===== src/or_pop_decode_pkg.sv =====
/*
  Constants for the logical OR and pop decoder: opcode patterns, field
  positions, operand codes, instruction lengths and cycle counts.
  Assumes a byte-wide opcode stream presented two bytes at a time.
*/
package or_pop_decode_pkg;

  ////////////////////////////////////////////////////////////////////////////
  // Instruction classes reported to the sequencer
  typedef enum logic [3:0] {
    CLS_NONE = 4'h0,
    CLS_OR_IMM_G = 4'h1,
    CLS_OR_IMM_S = 4'h2,
    CLS_OR_RM_G = 4'h3,
    CLS_OR_RM_S = 4'h4,
    CLS_POP_G = 4'h5,
    CLS_POP_B_S = 4'h6,
    CLS_POP_W_S = 4'h7,
    CLS_POP_CTRL = 4'h8,
    CLS_POP_MULTI = 4'h9
  } insn_class_t;

  // Control register targets of the control register pop
  typedef enum logic [2:0] {
    CTRL_NONE = 3'h0,
    CTRL_VECTOR_TABLE_BASE_LOW = 3'h1,
    CTRL_VECTOR_TABLE_BASE_HIGH = 3'h2,
    CTRL_FLAG_REGISTER = 3'h3,
    CTRL_INTERRUPT_STACK_POINTER = 3'h4,
    CTRL_USER_STACK_POINTER = 3'h5,
    CTRL_STATIC_BASE_REGISTER = 3'h6,
    CTRL_FRAME_BASE_REGISTER = 3'h7
  } ctrl_reg_t;

  ////////////////////////////////////////////////////////////////////////////
  // First-byte patterns (upper seven bits for general forms, upper five for short OR, full byte for control and multi pop)
  localparam logic [6:0] OP0_OR_IMM_G = 7'h3b;
  localparam logic [6:0] OP0_OR_RM_G = 7'h4c;
  localparam logic [6:0] OP0_POP_G = 7'h3a;
  localparam logic [4:0] OP0_OR_IMM_S = 5'h13;
  localparam logic [4:0] OP0_OR_RM_S = 5'h03;
  localparam logic [7:0] OP0_POP_CTRL = 8'heb;
  localparam logic [7:0] OP0_POP_MULTI = 8'hed;
  // Short pops: upper nibble with bit 3 as target, low three bits fixed
  localparam logic [3:0] OP0_POP_B_S = 4'h9;
  localparam logic [3:0] OP0_POP_W_S = 4'hd;
  localparam logic [2:0] OP0_POP_S_TAIL = 3'h2;

  // Second-byte patterns (upper nibble for general forms)
  localparam logic [3:0] OP1_OR_IMM_G = 4'h3;
  localparam logic [3:0] OP1_POP_G = 4'hd;
  localparam logic [3:0] OP1_POP_CTRL_TAIL = 4'h3;

  // Field positions
  localparam int SIZE_BIT = 0;
  localparam int SHORT_TGT_BIT = 2;
  localparam int POP_S_TGT_BIT = 3;
  localparam int CTRL_LSB = 4;

  // Short-form OR immediate target codes
  localparam logic [2:0] SIMM_FIRST_GPR_HIGH = 3'h3;
  localparam logic [2:0] SIMM_FIRST_GPR_LOW = 3'h4;
  localparam logic [2:0] SIMM_ABS16 = 3'h7;

  // Short-form OR source modes
  localparam logic [1:0] SSRC_OTHER_BYTE = 2'h0;
  localparam logic [1:0] SSRC_DSP8_STATIC = 2'h1;
  localparam logic [1:0] SSRC_DSP8_FRAME = 2'h2;
  localparam logic [1:0] SSRC_ABS16 = 2'h3;

  // Byte select of the first general register
  localparam logic BYTE_SEL_LOW = 1'b0;
  localparam logic BYTE_SEL_HIGH = 1'b1;

  // Highest general operand code that names a register (data or address)
  localparam logic [3:0] GEN_LAST_REG = 4'h5;

  // Multi-pop mask bit positions, most significant first
  localparam int MASK_FRAME_BASE = 7;
  localparam int MASK_STATIC_BASE = 6;
  localparam int MASK_ADDR_REG_ONE = 5;
  localparam int MASK_ADDR_REG_ZERO = 4;
  localparam int MASK_DATA_R3 = 3;
  localparam int MASK_DATA_R0 = 0;

  ////////////////////////////////////////////////////////////////////////////
  // Lengths (bytes) and cycle counts
  localparam logic [2:0] LEN_ONE = 3'h1;
  localparam logic [2:0] LEN_TWO = 3'h2;
  localparam logic [2:0] LEN_THREE = 3'h3;
  localparam logic [2:0] LEN_WORD_IMM_EXTRA = 3'h1;
  localparam logic [4:0] CYC_ONE = 5'h01;
  localparam logic [4:0] CYC_TWO = 5'h02;
  localparam logic [4:0] CYC_THREE = 5'h03;
  localparam logic [4:0] CYC_FOUR = 5'h04;
  localparam logic [3:0] MULTI_MIN_COUNT = 4'h2;

  // Stack step sizes
  localparam logic [15:0] SP_STEP_BYTE = 16'h0001;
  localparam logic [15:0] SP_STEP_WORD = 16'h0002;

endpackage


===== src/or_pop_decoder.sv =====
/*
  Decoder for the logical OR and pop instruction group: classifies the
  first two opcode bytes, reports length, cycle count, operand fields and
  the stack address and updated stack pointer of pops.
  Assumes the fetch unit presents bytes synchronous to core_clk_i and
  holds the active stack pointer valid with the request.
*/
// Operation
// - Word general OR immediate is one byte longer than its byte form.
// - Short byte OR immediate: register 2/1, displaced 3/3, absolute 4/3.
// - Short OR target bit: 0 low byte, 1 high byte of first register.
// - Short OR source: 00 other byte, 01 static, 10 frame, 11 absolute.
// - Short OR source: register 1/2, displaced 2/3, absolute 3/3.
// - General pop: register 2/3, memory 4 cycles, plus displacement bytes.
// - Control pop target codes 001..111 map to registers; 000 is rejected.
// - Multi pop mask, MSB first: FB, SB, A1, A0, then data registers.
// - Multi pop is 2 bytes; two or more restores take 2 cycles each.
module or_pop_decoder
  import or_pop_decode_pkg::*;
(
  input wire logic core_clk_i,
  input wire logic rstn_i,
  input wire logic dec_valid_i,
  input wire logic [7:0] op_byte0_i,
  input wire logic [7:0] op_byte1_i,
  input wire logic [15:0] stack_ptr_i,
  output logic dec_done_o,
  output insn_class_t insn_class_o,
  output logic illegal_o,
  output logic [2:0] insn_len_o,
  output logic [4:0] insn_cycles_o,
  output logic size_word_o,
  output logic [3:0] src_code_o,
  output logic [3:0] dest_code_o,
  output logic byte_sel_o,
  output logic [1:0] short_src_o,
  output ctrl_reg_t ctrl_sel_o,
  output logic [7:0] restore_mask_o,
  output logic [15:0] pop_addr_o,
  output logic [15:0] new_sp_o
);

  ////////////////////////////////////////////////////////////////////////////
  // Helpers for general operand codes

  function automatic logic [2:0] ext_bytes(input logic [3:0] code);
    // Codes 10xx carry an 8-bit displacement, 11xx a 16-bit one
    ext_bytes = code[3] ? (code[2] ? 3'h2 : 3'h1) : 3'h0;
  endfunction

  function automatic logic is_reg(input logic [3:0] code);
    is_reg = (code <= GEN_LAST_REG);
  endfunction

  ////////////////////////////////////////////////////////////////////////////
  // Registered decode results

  logic done_ff, nxt_done;
  insn_class_t class_ff, nxt_class;
  logic illegal_ff, nxt_illegal;
  logic [2:0] len_ff, nxt_len;
  logic [4:0] cyc_ff, nxt_cyc;
  logic word_ff, nxt_word;
  logic [3:0] src_ff, nxt_src;
  logic [3:0] dest_ff, nxt_dest;
  logic bsel_ff, nxt_bsel;
  logic [1:0] ssrc_ff, nxt_ssrc;
  ctrl_reg_t ctrl_ff, nxt_ctrl;
  logic [7:0] mask_ff, nxt_mask;
  logic [15:0] paddr_ff, nxt_paddr;
  logic [15:0] sp_ff, nxt_sp;

  logic [3:0] restore_cnt;
  logic [15:0] sp_step;
  logic is_pop;

  always_comb begin
    restore_cnt = 4'h0;
    for (int i = MASK_DATA_R0; i <= MASK_FRAME_BASE; i++) begin
      restore_cnt = restore_cnt + {3'h0, op_byte1_i[i]};
    end
  end

  always_comb begin
    nxt_done = dec_valid_i;
    nxt_class = CLS_NONE;
    nxt_illegal = 1'b0;
    nxt_len = LEN_ONE;
    nxt_cyc = CYC_ONE;
    nxt_word = op_byte0_i[SIZE_BIT];
    nxt_src = 4'h0;
    nxt_dest = 4'h0;
    nxt_bsel = BYTE_SEL_LOW;
    nxt_ssrc = SSRC_OTHER_BYTE;
    nxt_ctrl = CTRL_NONE;
    nxt_mask = 8'h00;
    sp_step = 16'h0000;
    is_pop = 1'b0;
    if (!dec_valid_i) begin
      // Length and cycles read zero outside an answer so the sequencer never acts on stale counts
      nxt_word = 1'b0;
      nxt_len = 3'h0;
      nxt_cyc = 5'h00;
    end else if (op_byte0_i[7:1] == OP0_OR_IMM_G && op_byte1_i[7:4] == OP1_OR_IMM_G) begin
      nxt_class = CLS_OR_IMM_G;
      nxt_dest = op_byte1_i[3:0];
      nxt_len = LEN_THREE + ext_bytes(op_byte1_i[3:0])
              + (nxt_word ? LEN_WORD_IMM_EXTRA : 3'h0);
      nxt_cyc = is_reg(op_byte1_i[3:0]) ? CYC_TWO : CYC_FOUR;
    end else if (op_byte0_i[7:1] == OP0_OR_RM_G) begin
      nxt_class = CLS_OR_RM_G;
      nxt_src = op_byte1_i[7:4];
      nxt_dest = op_byte1_i[3:0];
      nxt_len = LEN_TWO + ext_bytes(op_byte1_i[7:4]) + ext_bytes(op_byte1_i[3:0]);
      // Each memory operand adds one cycle to the register-register time
      nxt_cyc = CYC_TWO + {4'h0, ~is_reg(op_byte1_i[7:4])} + {4'h0, ~is_reg(op_byte1_i[3:0])};
    end else if (op_byte0_i[7:1] == OP0_POP_G && op_byte1_i[7:4] == OP1_POP_G) begin
      nxt_class = CLS_POP_G;
      nxt_dest = op_byte1_i[3:0];
      nxt_len = LEN_TWO + ext_bytes(op_byte1_i[3:0]);
      nxt_cyc = is_reg(op_byte1_i[3:0]) ? CYC_THREE : CYC_FOUR;
      is_pop = 1'b1;
      sp_step = nxt_word ? SP_STEP_WORD : SP_STEP_BYTE;
    end else if (op_byte0_i[7:3] == OP0_OR_IMM_S && op_byte0_i[2:0] >= SIMM_FIRST_GPR_HIGH) begin
      nxt_class = CLS_OR_IMM_S;
      nxt_word = 1'b0;
      nxt_dest = {1'b0, op_byte0_i[2:0]};
      nxt_bsel = (op_byte0_i[2:0] == SIMM_FIRST_GPR_HIGH) ? BYTE_SEL_HIGH : BYTE_SEL_LOW;
      if (op_byte0_i[2:0] <= SIMM_FIRST_GPR_LOW) begin
        nxt_len = LEN_TWO;
        nxt_cyc = CYC_ONE;
      end else begin
        nxt_len = (op_byte0_i[2:0] == SIMM_ABS16) ? 3'h4 : LEN_THREE;
        nxt_cyc = CYC_THREE;
      end
    end else if (op_byte0_i[7:3] == OP0_OR_RM_S) begin
      nxt_class = CLS_OR_RM_S;
      nxt_word = 1'b0;
      nxt_bsel = op_byte0_i[SHORT_TGT_BIT] ? BYTE_SEL_HIGH : BYTE_SEL_LOW;
      nxt_ssrc = op_byte0_i[1:0];
      case (op_byte0_i[1:0])
        SSRC_OTHER_BYTE: begin
          nxt_len = LEN_ONE;
          nxt_cyc = CYC_TWO;
        end
        SSRC_DSP8_STATIC, SSRC_DSP8_FRAME: begin
          nxt_len = LEN_TWO;
          nxt_cyc = CYC_THREE;
        end
        default: begin
          nxt_len = LEN_THREE;
          nxt_cyc = CYC_THREE;
        end
      endcase
    end else if (op_byte0_i[2:0] == OP0_POP_S_TAIL
                 && (op_byte0_i[7:4] == OP0_POP_B_S || op_byte0_i[7:4] == OP0_POP_W_S)) begin
      nxt_word = (op_byte0_i[7:4] == OP0_POP_W_S);
      nxt_class = nxt_word ? CLS_POP_W_S : CLS_POP_B_S;
      nxt_bsel = op_byte0_i[POP_S_TGT_BIT];
      nxt_len = LEN_ONE;
      nxt_cyc = CYC_THREE;
      is_pop = 1'b1;
      sp_step = nxt_word ? SP_STEP_WORD : SP_STEP_BYTE;
    end else if (op_byte0_i == OP0_POP_CTRL && !op_byte1_i[7] && op_byte1_i[3:0] == OP1_POP_CTRL_TAIL) begin
      nxt_class = CLS_POP_CTRL;
      nxt_word = 1'b1;
      nxt_ctrl = ctrl_reg_t'(op_byte1_i[CTRL_LSB +: 3]);
      nxt_illegal = (op_byte1_i[CTRL_LSB +: 3] == CTRL_NONE);
      nxt_len = LEN_TWO;
      nxt_cyc = CYC_THREE;
      is_pop = ~nxt_illegal;
      sp_step = SP_STEP_WORD;
    end else if (op_byte0_i == OP0_POP_MULTI) begin
      nxt_class = CLS_POP_MULTI;
      nxt_word = 1'b1;
      nxt_mask = op_byte1_i;
      nxt_len = LEN_TWO;
      nxt_cyc = (restore_cnt >= MULTI_MIN_COUNT) ? {restore_cnt, 1'b0} : CYC_THREE;
      is_pop = 1'b1;
      // Every restored register is a word
      sp_step = {11'h000, restore_cnt, 1'b0};
    end else begin
      nxt_illegal = 1'b1;
    end
    // Stack pointer only moves for pops; other classes report it unchanged
    nxt_paddr = stack_ptr_i;
    nxt_sp = is_pop ? stack_ptr_i + sp_step : stack_ptr_i;
  end

  always_ff @(posedge core_clk_i) begin
    if (!rstn_i) begin
      done_ff <= 1'b0;
      class_ff <= CLS_NONE;
      illegal_ff <= 1'b0;
      len_ff <= 3'h0;
      cyc_ff <= 5'h00;
      word_ff <= 1'b0;
      src_ff <= 4'h0;
      dest_ff <= 4'h0;
      bsel_ff <= BYTE_SEL_LOW;
      ssrc_ff <= SSRC_OTHER_BYTE;
      ctrl_ff <= CTRL_NONE;
      mask_ff <= 8'h00;
      paddr_ff <= 16'h0000;
      sp_ff <= 16'h0000;
    end else begin
      done_ff <= nxt_done;
      class_ff <= nxt_class;
      illegal_ff <= nxt_illegal;
      len_ff <= nxt_len;
      cyc_ff <= nxt_cyc;
      word_ff <= nxt_word;
      src_ff <= nxt_src;
      dest_ff <= nxt_dest;
      bsel_ff <= nxt_bsel;
      ssrc_ff <= nxt_ssrc;
      ctrl_ff <= nxt_ctrl;
      mask_ff <= nxt_mask;
      paddr_ff <= nxt_paddr;
      sp_ff <= nxt_sp;
    end
  end

  ////////////////////////////////////////////////////////////////////////////
  // Outputs

  assign dec_done_o = done_ff;
  assign insn_class_o = class_ff;
  assign illegal_o = illegal_ff;
  assign insn_len_o = len_ff;
  assign insn_cycles_o = cyc_ff;
  assign size_word_o = word_ff;
  assign src_code_o = src_ff;
  assign dest_code_o = dest_ff;
  assign byte_sel_o = bsel_ff;
  assign short_src_o = ssrc_ff;
  assign ctrl_sel_o = ctrl_ff;
  assign restore_mask_o = mask_ff;
  assign pop_addr_o = paddr_ff;
  assign new_sp_o = sp_ff;

endmodule


===== config.mk =====
export PLATFORM = sky130hd
export DESIGN_NAME = or_pop_decoder
export DESIGN_NICKNAME = d
export VERILOG_FILES = /design/src/or_pop_decode_pkg.sv /design/src/or_pop_decoder.sv
export SDC_FILE = /design/constraint.sdc
export NUM_CORES = 1
export LEC_CHECK = 0
export ABC_AREA = 1
export ABC_CLOCK_PERIOD_IN_PS = 8100
export BUFFER_PORTS_ARGS = -buffer_cell sky130_fd_sc_hd__buf_4
export CORE_MARGIN = 2
export CORE_UTILIZATION = 52
export CTS_BUF_LIST = sky130_fd_sc_hd__clkbuf_16
export CTS_CLUSTER_SIZE = 20
export DETAILED_ROUTE_END_ITERATION = 10
export GPL_ROUTABILITY_DRIVEN = 0
export PLACE_DENSITY = 0.88
export SETUP_SLACK_MARGIN = 0.2
export SYNTH_ARGS = -nofsm -noshare
export SYNTH_HDL_FRONTEND = slang
export SYNTH_SLANG_ARGS = --single-unit

===== constraint.sdc =====
create_clock -name core_clk_i -period 8.1 [get_ports core_clk_i]
set_clock_uncertainty 0.05 [all_clocks]
set_input_delay 0 -clock core_clk_i [delete_from_list [all_inputs] [get_ports core_clk_i]]
set_output_delay 0 -clock core_clk_i [all_outputs]
set_load 0.005 [all_outputs]

==> load_flow_metrics.sql, run 1 <==
INSERT INTO impl_metrics (metric_group, metric, value, unit) VALUES
('layout', 'layout.area.seq', '1380', 'µm²'),
('run', 'cap_viol_max_count', '0', ''),
('global_routing', 'number_of_antenna_violations_at_the_first_check_in_global_routing', '1', ''),
('sta', 'peak_freq', '0.223', 'GHz'),
('clock_network', 'tritoncts.num_buffers', '9', ''),
('layout', 'area.growth.synth_to_final', '41.7', '%'),
('global_routing', 'first_pass_grt_wire_length', '18500', 'µm'),
('yosys', 'synth.top_cell.area_share', '0.375', ''),
('yosys', 'syn-num-nets', '591', ''),
('worst_setup_path', 'setup.worst_path.class', 'in -> reg', ''),
('yosys', 'ys_seq_elements', '69', ''),
('power', 'power.net_switching', '0.000226', 'W'),
('sta', 'timing.final.max_slew_violations', '0', ''),
('worst_setup_path', 'critical_path.endpoint_type', 'flip-flop', ''),
('power', 'p_comb_frac', '0.165', ''),
('floorplan', 'die_w', '88.2', 'µm'),
('global_routing', 'global_route.usage.met1', '0.331', ''),
('clock_network', 'ctsRootBufferMaster', 'clkbuf_16', ''),
('global_routing', 'pin_count_of_the_biggest_net_entering_global_routing', '23', ''),
('yosys', 'synth_cell_type_count', '36', ''),
('yosys', 'ys_top_cells_by_area', 'dfxtp_1 38%, nand2_1 13%, inv_1 7.8%, ha_1 7.5%, nand3_1 7.1%', ''),
('yosys', 'number_of_instances_in_the_synthesized_netlist', '529', ''),
('floorplan', 'start_util', '0.539', ''),
('layout', 'drive_gt1_frac', '0.194', ''),
('layout', 'num-fill-cells', '472', ''),
('global_routing', 'global_routing_met3_resource_utilization', '0.0848', ''),
('routing', 'wirelength', '11700', 'µm'),
('layout', 'post-route-util', '0.764', ''),
('worst_setup_path', 'worstPathArrival', '4.70', 'ns'),
('global_routing', 'grt_usage', '0.307', ''),
('sta', 'max_slew_margin', '0.385', ''),
('min_path', 'min_from', 'op_byte1_i[5]', ''),
('yosys', 'synth_area_per_cell', '6.96', 'µm²'),
('global_routing', 'top_usage_layer', 'met2', ''),
('power', 'power.switching_fraction', '0.268', ''),
('yosys', 'portion_of_the_post_synthesis_area_used_by_sequential_elements', '0.375', ''),
('floorplan', 'placement_rows', '30', ''),
('power', 'power_share_of_the_clock_group', '0.416', ''),
('yosys', 'yosys_warnings', '0', ''),
('routing', 'detailedRoute.firstPassIterationCount', '7', ''),
('yosys', 'yosys.area.top_type', 'dfxtp_1', ''),
('floorplan', 'die-area', '7770', 'µm²'),
('layout', 'final_nets', '738', ''),
('routing', 'antenna_violating_nets_post_route', '0', ''),
('floorplan', 'core_area', '6830', 'µm²'),
('layout', 'layout.cells.most_common_list', '128 x nand2_1, 103 x buf_4, 77 x inv_1', ''),
('power', 'powerDensity', '162', 'nW/µm²'),
('power', 'power_leakage', '2.79', 'nW'),
('worst_setup_path', 'start_kind', 'primary input', ''),
('sta', 'fin_hold_ws', '0.0152', 'ns'),
('clock_network', 'cts_tree', 'built', ''),
('run_status', 'run_status', 'finished, final reports clean', ''),
('worst_setup_path', 'worstPathMaxFanout', '6', ''),
('min_path', 'holdPathEnd', 'src_code_o[1]', ''),
('min_path', 'timing.hold.worst_path_depth', '3', ''),
('layout', 'multi_input_area', '1950', 'µm²'),
('sta', 'setup_viol', '0', ''),
('sta', 'layout_worst_path_cycle_share', '0.555', ''),
('clock_network', 'post_cts.repair.setup_buffers', '0', ''),
('clock_network', 'cts-root-to-sink-buffers', '2', ''),
('sta', 'layout_min_cycle_time', '4.49', 'ns'),
('routing', 'post_drt_via_cell_ratio', '5.41', ''),
('routing', 'initialDrtViolationCount', '350', ''),
('yosys', 'synth_area', '3680', 'µm²'),
('global_routing', 'grt_util_met2', '0.549', ''),
('power', 'intPower', '0.000617', 'W'),
('global_routing', 'grt_overflow', '0', ''),
('sta', 'setup_total_negative_slack', '0', 'ns'),
('routing', 'post_drt_wl_per_cell', '15.0', 'µm'),
('clock_network', 'htree_levels', '3', ''),
('global_routing', 'first_global_vias', '4058', '');
through the flow:
stage | power, W | instances | area [µm²] | worst slack (ns)
2_1_floorplan | 0.000425 | 529 | 3680 | 4.34
3_3_place_gp | 0.000472 | 719 | 4530 | 4.07
3_5_place_dp | 0.000478 | 719 | 4530 | 3.95
5_1_grt | 0.000879 | 778 | 5220 | 3.40
4_1_cts | 0.000839 | 777 | 5210 | 3.67
6_report | 0.000843 | 778 | 5220 | 3.61
area by class of cell:
class                   count  area share
well taps                  96      0.0230
inverters                  81      0.0583
clock buffers               9      0.0432
flip-flops and latches     69       0.265
multi-input cells         370       0.373
diodes                      1    0.000480
repair buffers            145       0.229
clock inverters             7     0.00816
worst max-delay path: stages:
cell and delay, ns:
dlygate4sd3_1 0.54, buf_4 0.15, inv_1 0.13, fa_1 0.46, fa_1 0.46, fa_1 0.51, inv_1 0.05, ha_1 0.18
inv_1 0.07, fa_1 0.42, or2_2 0.32, nor2_1 0.10, ha_1 0.30, nand2_1 0.11, nand3_1 0.14, nand2_1 0.09
o21ai_0 0.16, nand2_1 0.10, nand2_1 0.05, nand2_1 0.06, nand3_1 0.11, a21oi_1 0.20
power groups by stage:
stage / clock (W) / combinational (W) / sequential [W]
detailed placement: 0 / 0.000118 / 0.000360
global placement: 0 / 0.000112 / 0.000360
floorplan: 0 / 0.0000630 / 0.000362
global route: 0.000371 / 0.000153 / 0.000354
CTS: 0.000351 / 0.000134 / 0.000353
finish: 0.000350 / 0.000139 / 0.000354
per-layer routing:
layer	wire, µm	share of wire
met4	511	0.044
met3	1120	0.096
met2	5830	0.50
met1	4220	0.36
met5	0	0
state kept, by name, indices dropped and copies added, names as in the netlist, 2 cells and up:
signal / flops
src_code_o: 4
short_src_o: 2
ctrl_sel_o: 3
restore_mask_o: 8
dest_code_o: 4
pop_addr_o: 16
insn_cycles_o: 5
new_sp_o: 16
insn_len_o: 3
insn_class_o: 4
worst max-delay path by stage:
stage | startpoint | endpoint | slack, ns
finish | op_byte1_i[3] | new_sp_o[15] | 3.61
global route | op_byte1_i[3] | new_sp_o[12] | 3.40
CTS | op_byte1_i[0] | new_sp_o[15] | 3.67
detailed placement | op_byte1_i[0] | new_sp_o[15] | 3.95
global placement | op_byte1_i[3] | new_sp_o[15] | 4.07
floorplan | op_byte1_i[0] | new_sp_o[7] | 4.34
what timing repair did:
item	in CTS	in global routing
hold buffers	42	0
resized for setup	0	0
endpoints found under the setup margin	0	0
hold endpoints to repair	48	0
logic make-up (layout without fill, tap and decap cells):
family,Yosys count,in the layout,share of synthesized area
other cells,0,1,0
compound gates,51,51,0.0751
fa+ha+maj,27,27,0.102
simple gates,283,283,0.330
flops,69,69,0.375
buf+inv,90,242,0.0962
xor+xnor,9,9,0.0214
synthesized netlist by cell type:
cell,count
a211oi_1,1
a21boi_0,2
a21o_1,1
a21oi_1,29
a22oi_1,1
a31oi_1,1
and2_1,1
buf_2,4
buf_4,1
buf_6,1
clkbuf_1,3
clkinv_1,1
dfxtp_1,69
fa_1,5
ha_1,22
inv_1,77
inv_2,3
nand2_1,128
nand2_2,6
nand3_1,52
nand3b_1,3
nand4_1,5
nor2_1,66
nor2_2,3
nor3_1,15
nor3_4,1
nor3b_1,1
nor4_1,1
o211ai_1,1
o21ai_0,10
o21ai_1,2
o22ai_1,2
o31ai_1,1
or2_2,1
xnor2_1,3
xor2_1,6
(Power assumes the default switching activity.)
==> inputs of run 2 (changes only) <==
--- a/config.mk
+++ b/config.mk
@@ -6,15 +6,15 @@
 export NUM_CORES = 1
 export LEC_CHECK = 0
 export ABC_AREA = 1
-export ABC_CLOCK_PERIOD_IN_PS = 8100
+export ABC_CLOCK_PERIOD_IN_PS = 4000
 export BUFFER_PORTS_ARGS = -buffer_cell sky130_fd_sc_hd__buf_4
 export CORE_MARGIN = 2
-export CORE_UTILIZATION = 52
+export CORE_UTILIZATION = 47
 export CTS_BUF_LIST = sky130_fd_sc_hd__clkbuf_16
 export CTS_CLUSTER_SIZE = 20
 export DETAILED_ROUTE_END_ITERATION = 10
 export GPL_ROUTABILITY_DRIVEN = 0
-export PLACE_DENSITY = 0.88
+export PLACE_DENSITY = 0.84
 export SETUP_SLACK_MARGIN = 0.2
 export SYNTH_ARGS = -nofsm -noshare
 export SYNTH_HDL_FRONTEND = slang
==> constraint.sdc (replaced) <==
create_clock -name core_clk_i -period 4 [get_ports core_clk_i]
set_clock_uncertainty 0.05 [all_clocks]
set_input_delay 0 -clock core_clk_i [delete_from_list [all_inputs] [get_ports core_clk_i]]
set_output_delay 0 -clock core_clk_i [all_outputs]
set_load 0.005 [all_outputs]
==> run 2 against run 1 <==
  * Design area up 4.4%
  * Routed wire length down 2.8%
  * Flip-flop and latch count did not move
==> load_flow_metrics.sql, run 2 (same netlist as run 1, synthesis figures left out) <==
INSERT INTO impl_metrics (metric_group, metric, value, unit) VALUES
('clock_network', 'cts-root-to-sink-buffers', '2', ''),
('run', 'cap_viol_max_count', '0', ''),
('layout', 'final_instance_count_without_filler_cells', '790', ''),
('placement', 'numPlacedInstances', '732', ''),
('routing', 'detailedRoute.firstPassIterationCount', '5', ''),
('floorplan', 'die-area', '8560', 'µm²'),
('routing', 'count_of_unresolved_drc_violations_after_routing', '0', ''),
('layout', 'insertedDiodeCount', '0', ''),
('global_routing', 'grt_usage', '0.261', ''),
('sta', 'fin_hold_ws', '0.0196', 'ns'),
('global_routing', 'first_pass_grt_wire_length', '17900', 'µm'),
('placement', 'placement.io_buffers', '103', ''),
('routing', 'wirelength', '11300', 'µm'),
('global_routing', 'first_global_vias', '4068', ''),
('global_routing', 'grt_overflow', '0', ''),
('worst_setup_path', 'setup.worst_path.class', 'in -> reg', ''),
('sta', 'rsz_0062_raised_after_global_routing', 'no', ''),
('layout', 'mostFrequentLayoutCell', 'nand2_1', ''),
('min_path', 'min_from', 'op_byte1_i[0]', ''),
('routing', 'antenna_violating_nets_post_route', '0', ''),
('power', 'powerDensity', '350', 'nW/µm²'),
('clock_network', 'numClockSinks', '69', ''),
('routing', 'post_drt_wl_per_cell', '14.4', 'µm'),
('sta', 'max_slew.worst_pin.slew', '0.860', 'ns'),
('layout', 'layout.cells.most_common_list', '126 x nand2_1, 110 x buf_4, 77 x inv_1', ''),
('worst_setup_path', 'critical_path.endpoint_type', 'flip-flop', ''),
('floorplan', 'die_w', '92.5', 'µm'),
('worst_setup_path', 'cell_occurring_most_often_along_the_worst_timing_path', 'inv_1', ''),
('worst_setup_path', 'start_kind', 'primary input', ''),
('sta', 'peak_freq', '0.276', 'GHz'),
('layout', 'drive_gt1_frac', '0.231', ''),
('sta', 'max_slew_margin', '0.426', ''),
('sta', 'final_hold_viol_count', '0', ''),
('floorplan', 'boundaryPins', '104', ''),
('global_routing', 'number_of_antenna_violations_at_the_first_check_in_global_routing', '0', ''),
('worst_setup_path', 'cp_cell_sequence', 'buf_4 -> inv_1 -> fa_1 -> fa_1 -> fa_1 -> inv_1 -> ha_1 -> inv_1 -> nor2_1 -> nor2_1 -> inv_1 -> a21oi_1 -> nor2_1 -> inv_1 -> fa_2 -> inv_2 -> nand3_1 -> nand2_2 -> nand3_1 -> a21o_1 -> nand2_1 -> nand3_1 -> a21oi_2', ''),
('floorplan', 'core_area', '7650', 'µm²'),
('clock_network', 'cts_tree', 'built', ''),
('worst_setup_path', 'worstPathArrival', '3.84', 'ns'),
('floorplan', 'start_util', '0.482', ''),
('clock_network', 'ctsRootBufferMaster', 'clkbuf_16', ''),
('layout', 'num-fill-cells', '594', ''),
('floorplan', 'placement_rows', '32', ''),
('run_status', 'run_status', 'finished, final reports clean', ''),
('placement', 'dp_hpwl', '7680', 'µm'),
('clock_network', 'tritoncts.num_buffers', '9', ''),
('clock_network', 'clk_transition_reported_paths', '0.06', 'ns'),
('clock_network', 'htree_levels', '3', ''),
('power', 'power_leakage', '2.88', 'nW'),
('worst_setup_path', 'critical_path_required', '4.21', 'ns'),
('min_path', 'holdPathEnd', 'restore_mask_o[0]', ''),
('min_path', 'worst_hold_path_type', 'in -> reg', ''),
('routing', 'post_drt_via_cell_ratio', '5.20', ''),
('floorplan', 'die_h', '92.5', 'µm'),
('routing', 'initialDrtViolationCount', '250', ''),
('sta', 'timing.final.max_slew_violations', '0', ''),
('layout', 'final_nets', '745', ''),
('worst_setup_path', 'critical_path.max_stage_delay', '0.56', 'ns'),
('power', 'peakVddDrop', '0.264', 'mV'),
('routing', 'vias', '4110', ''),
('sta', 'layout_worst_path_cycle_share', '0.907', ''),
('layout', 'area.growth.synth_to_final', '47.9', '%'),
('worst_setup_path', 'crit_slowest_cell', 'fa_1', ''),
('worst_setup_path', 'worstPathMaxFanout', '3', ''),
('sta', 'layout_min_cycle_time', '3.63', 'ns'),
('global_routing', 'pin_count_of_the_biggest_net_entering_global_routing', '23', ''),
('sta', 'setup_viol', '0', ''),
('min_path', 'timing.hold.worst_path_depth', '4', '');
==> run 2: critical path, delay by kind of cell <==
family                   cells  cell delay [ns]
adder cells (fa/ha/maj)      5             2.14
AND/OR/NAND/NOR              8             0.84
buffers and inverters        7             0.44
AO/OA/AOI/OAI                3             0.42
==> run 2: cell type report <==
cell class | count | area (µm²) | area share
well taps | 102 | 128 | 0.0234
repair buffers | 152 | 1250 | 0.229
clock inverters | 7 | 115 | 0.0211
flip-flops and latches | 69 | 1380 | 0.254
inverters | 81 | 304 | 0.0558
multi-input cells | 370 | 2050 | 0.376
clock buffers | 9 | 225 | 0.0414
==> run 2: worst max path at each step <==
stage	from	depth (start not counted)	slack, ns	endpoint
after floorplan	op_byte1_i[0]	18	0.24	new_sp_o[7]
after global placement	op_byte1_i[0]	21	0.04	new_sp_o[15]
after detailed placement	op_byte1_i[0]	21	-0.14	new_sp_o[15]
after CTS	op_byte1_i[0]	21	0.21	new_sp_o[15]
after global routing	op_byte1_i[0]	23	0.19	new_sp_o[12]
final	op_byte1_i[0]	23	0.37	new_sp_o[12]
==> run 2: repair_timing <==
item / CTS / global route
endpoints found under the setup margin: 0 / 12
hold buffers: 42 / 0
resized for setup: 0 / 26
setup buffers: 0 / 0
endpoints found under the hold margin: 44 / 0
==> run 2: where the power goes <==
group	internal, W	switching, W	leakage [nW]
sequential	0.000709	0.00000670	0.566
clock	0.000606	0.000296	0.167
combinational	0.000134	0.000156	2.15
==> run 2: through the flow <==
step	power, W	setup TNS (ns)	cell area (µm²)	setup WS, ns	util
2_1_floorplan	0.000860	0	3680	0.239	-
3_3_place_gp	0.000962	0	4590	0.0361	0.600
3_5_place_dp	0.000974	-0.318	4590	-0.136	0.600
4_1_cts	0.00191	0	5350	0.209	0.699
5_1_grt	0.00197	0	5450	0.189	0.712
6_report	0.00191	0	5450	0.371	0.712
==> run 2: layer usage <==
layer	vias to the layer above	wire length (µm)	GRT usage
met5	-	0	0
met4	0	287	0.103
met3	33	940	0.0545
met2	229	5940	0.492
met1	1870	4180	0.283
li1	1978	-	-
==> inputs of run 3 (changes only) <==
==> constraint.sdc (replaced) <==
create_clock -name core_clk_i -period 4 [get_ports core_clk_i]
set_clock_uncertainty 0.05 [all_clocks]
set_input_delay 0.4 -clock core_clk_i [delete_from_list [all_inputs] [get_ports core_clk_i]]
set_output_delay 0.4 -clock core_clk_i [all_outputs]
set_load 0.005 [all_outputs]
==> run 3 against run 2 <==
  * Hold slack improved by 0.20 ns
  * Routed wire length shrank 0.41%
  * Global-route usage decreased by 0.41 points
  * Via count fell by 0.56%
==> load_flow_metrics.sql, run 3 (same netlist as run 1, synthesis figures left out) <==
INSERT INTO impl_metrics (metric_group, metric, value, unit) VALUES
('sta', 'max_slew.worst_pin.slew', '0.893', 'ns'),
('routing', 'wirelength', '11300', 'µm'),
('worst_setup_path', 'worstPathArrival', '4.21', 'ns'),
('sta', 'timing.final.max_slew_violations', '0', ''),
('clock_network', 'clk_transition_reported_paths', '0.06', 'ns'),
('global_routing', 'grt_usage', '0.257', ''),
('layout', 'area.growth.synth_to_final', '44.5', '%'),
('global_routing', 'first_global_vias', '3884', ''),
('worst_setup_path', 'critical_path.endpoint_type', 'flip-flop', ''),
('power', 'report.power.total', '0.00183', 'W'),
('clock_network', 'cts.hold.buffers_added', '0', ''),
('routing', 'vias', '4087', ''),
('min_path', 'worst_hold_path_type', 'in -> reg', ''),
('power', 'power_leakage', '2.84', 'nW'),
('worst_setup_path', 'setup.worst_path.class', 'in -> reg', ''),
('sta', 'setup_total_negative_slack', '0', 'ns'),
('run', 'cap_viol_max_count', '0', ''),
('min_path', 'min_from', 'stack_ptr_i[0]', ''),
('worst_setup_path', 'start_kind', 'primary input', ''),
('clock_network', 'cts-root-to-sink-buffers', '2', ''),
('clock_network', 'numClockSinks', '69', ''),
('sta', 'rsz_0062_raised_after_global_routing', 'yes', ''),
('floorplan', 'die-area', '8560', 'µm²'),
('power', 'powerDensity', '344', 'nW/µm²'),
('min_path', 'timing.hold.worst_path_depth', '3', ''),
('floorplan', 'core_area', '7650', 'µm²'),
('sta', 'layout_worst_path_cycle_share', '0.999', ''),
('layout', 'insertedDiodeCount', '0', ''),
('routing', 'detailedRoute.firstPassIterationCount', '7', ''),
('routing', 'count_of_unresolved_drc_violations_after_routing', '0', ''),
('global_routing', 'grt_overflow', '0', ''),
('clock_network', 'htree_levels', '3', ''),
('global_routing', 'grt_util_met2', '0.470', ''),
('sta', 'layout_min_cycle_time', '4.00', 'ns'),
('floorplan', 'start_util', '0.482', ''),
('floorplan', 'placement_rows', '32', ''),
('run_status', 'run_status', 'finished, final reports clean', ''),
('layout', 'final_nets', '720', ''),
('worst_setup_path', 'critical_path_required', '4.21', 'ns'),
('min_path', 'holdPathEnd', 'pop_addr_o[0]', ''),
('routing', 'post_drt_wl_per_cell', '14.8', 'µm'),
('global_routing', 'pin_count_of_the_biggest_net_entering_global_routing', '23', ''),
('power', 'peakVddDrop', '0.274', 'mV'),
('layout', 'mostFrequentLayoutCell', 'buf_4', ''),
('routing', 'initialDrtViolationCount', '331', ''),
('worst_setup_path', 'startpoint', 'op_byte1_i[3]', ''),
('global_routing', 'global_routing_met3_resource_utilization', '0.0659', ''),
('placement', 'dp_hpwl', '8050', 'µm'),
('layout', 'drive_gt1_frac', '0.310', ''),
('sta', 'peak_freq', '0.250', 'GHz'),
('global_routing', 'global_route.usage.met1', '0.267', ''),
('clock_network', 'tritoncts.num_buffers', '9', ''),
('routing', 'post_drt_via_cell_ratio', '5.35', ''),
('clock_network', 'cts_tree', 'built', ''),
('global_routing', 'number_of_antenna_violations_at_the_first_check_in_global_routing', '0', ''),
('floorplan', 'die_w', '92.5', 'µm'),
('global_routing', 'top_usage_layer', 'met2', ''),
('sta', 'max_slew_margin', '0.404', ''),
('sta', 'setup_viol', '0', ''),
('worst_setup_path', 'worstPathMaxFanout', '6', ''),
('clock_network', 'ctsRootBufferMaster', 'clkbuf_16', ''),
('routing', 'antenna_violating_nets_post_route', '0', ''),
('placement', 'placement.io_buffers', '103', ''),
('global_routing', 'first_pass_grt_wire_length', '17500', 'µm'),
('floorplan', 'boundaryPins', '104', ''),
('layout', 'layout.cells.most_common_list', '123 x buf_4, 117 x nand2_1, 70 x inv_1', ''),
('sta', 'final_hold_viol_count', '0', ''),
('floorplan', 'die_h', '92.5', 'µm');
==> run 3: cell count changes in the layout (fill, tap and decap cells not counted), moves of 3 or more <==
cell           before  now
nand2_1           126  117
buf_6               0    3
nor2_1             63   60
dlygate4sd3_1      42    0
inv_1              77   70
inv_2               4    9
nand2_2             8   14
nand3_4             0    3
nand3_2             3    7
nand2_4             0    3
nor2_4              1    4
buf_4             110  123
nand3_1            49   42
==> run 3: critical path, cell delays in order <==
cell and delay, ns:
buf_8 0.08, inv_4 0.03, fa_1 0.57, fa_1 0.44, fa_1 0.52, inv_2 0.05, ha_4 0.15, inv_2 0.06
fa_2 0.42, or2_4 0.25, nor2_4 0.13, ha_4 0.21, nand2_1 0.08, nor2_1 0.17, nand2_1 0.09, nand3_2 0.10
nand3b_1 0.09, nand2_1 0.07, nand3_1 0.10, a21oi_2 0.18
==> run 3: report_power, final <==
part           total, W  internal, W  switching (W)
Combinational  0.000302     0.000133       0.000169
Sequential     0.000716     0.000709     0.00000624
Clock          0.000813     0.000537       0.000276
Total           0.00183      0.00138       0.000452
==> run 3: metal layers <==
metal | vias up | routed length (µm)
met3 | 62 | 1190
li1 | 1929 | -
met5 | - | 0
met4 | 0 | 546
met1 | 1803 | 3950
met2 | 293 | 5620
==> run 3: final cells by class <==
cell class / count / area (µm²)
tap: 102 / 128
sequential: 69 / 1380
multi-input combinational: 370 / 2210
clock buffer: 9 / 225
fill: 615 / 2330
inverter: 81 / 322
timing repair buffer: 127 / 972
clock inverter: 6 / 81.3
==> run 3: worst max path at each step <==
stage	to	slack (ns)	depth (start not counted)
3_5_place_dp	new_sp_o[7]	-0.49	19
6_report	new_sp_o[14]	0.004	20
3_3_place_gp	new_sp_o[7]	-0.31	19
5_1_grt	new_sp_o[14]	-0.15	24
4_1_cts	new_sp_o[12]	0.1	19
2_1_floorplan	new_sp_o[7]	-0.02	18
==> run 3: timing repair <==
item | in CTS | in global routing
buffers inserted | 3 | 0
setup endpoints to repair | 13 | 13
gates resized for setup | 28 | 26
pin swaps | 18 | 20
==> run 3: through the flow <==
| stage | utilization | hold WS, ns | cells | area [µm²] | setup WS [ns] |
|---|---|---|---|---|---|
| after floorplan | - | 0.443 | 529 | 3760 | -0.0160 |
| after global placement | 0.623 | 0.554 | 746 | 4760 | -0.309 |
| after detailed placement | 0.623 | 0.558 | 746 | 4760 | -0.492 |
| after CTS | 0.681 | 0.219 | 764 | 5210 | 0.0980 |
| after global routing | 0.696 | 0.223 | 764 | 5320 | -0.145 |
| final | 0.696 | 0.222 | 764 | 5320 | 0.00396 |
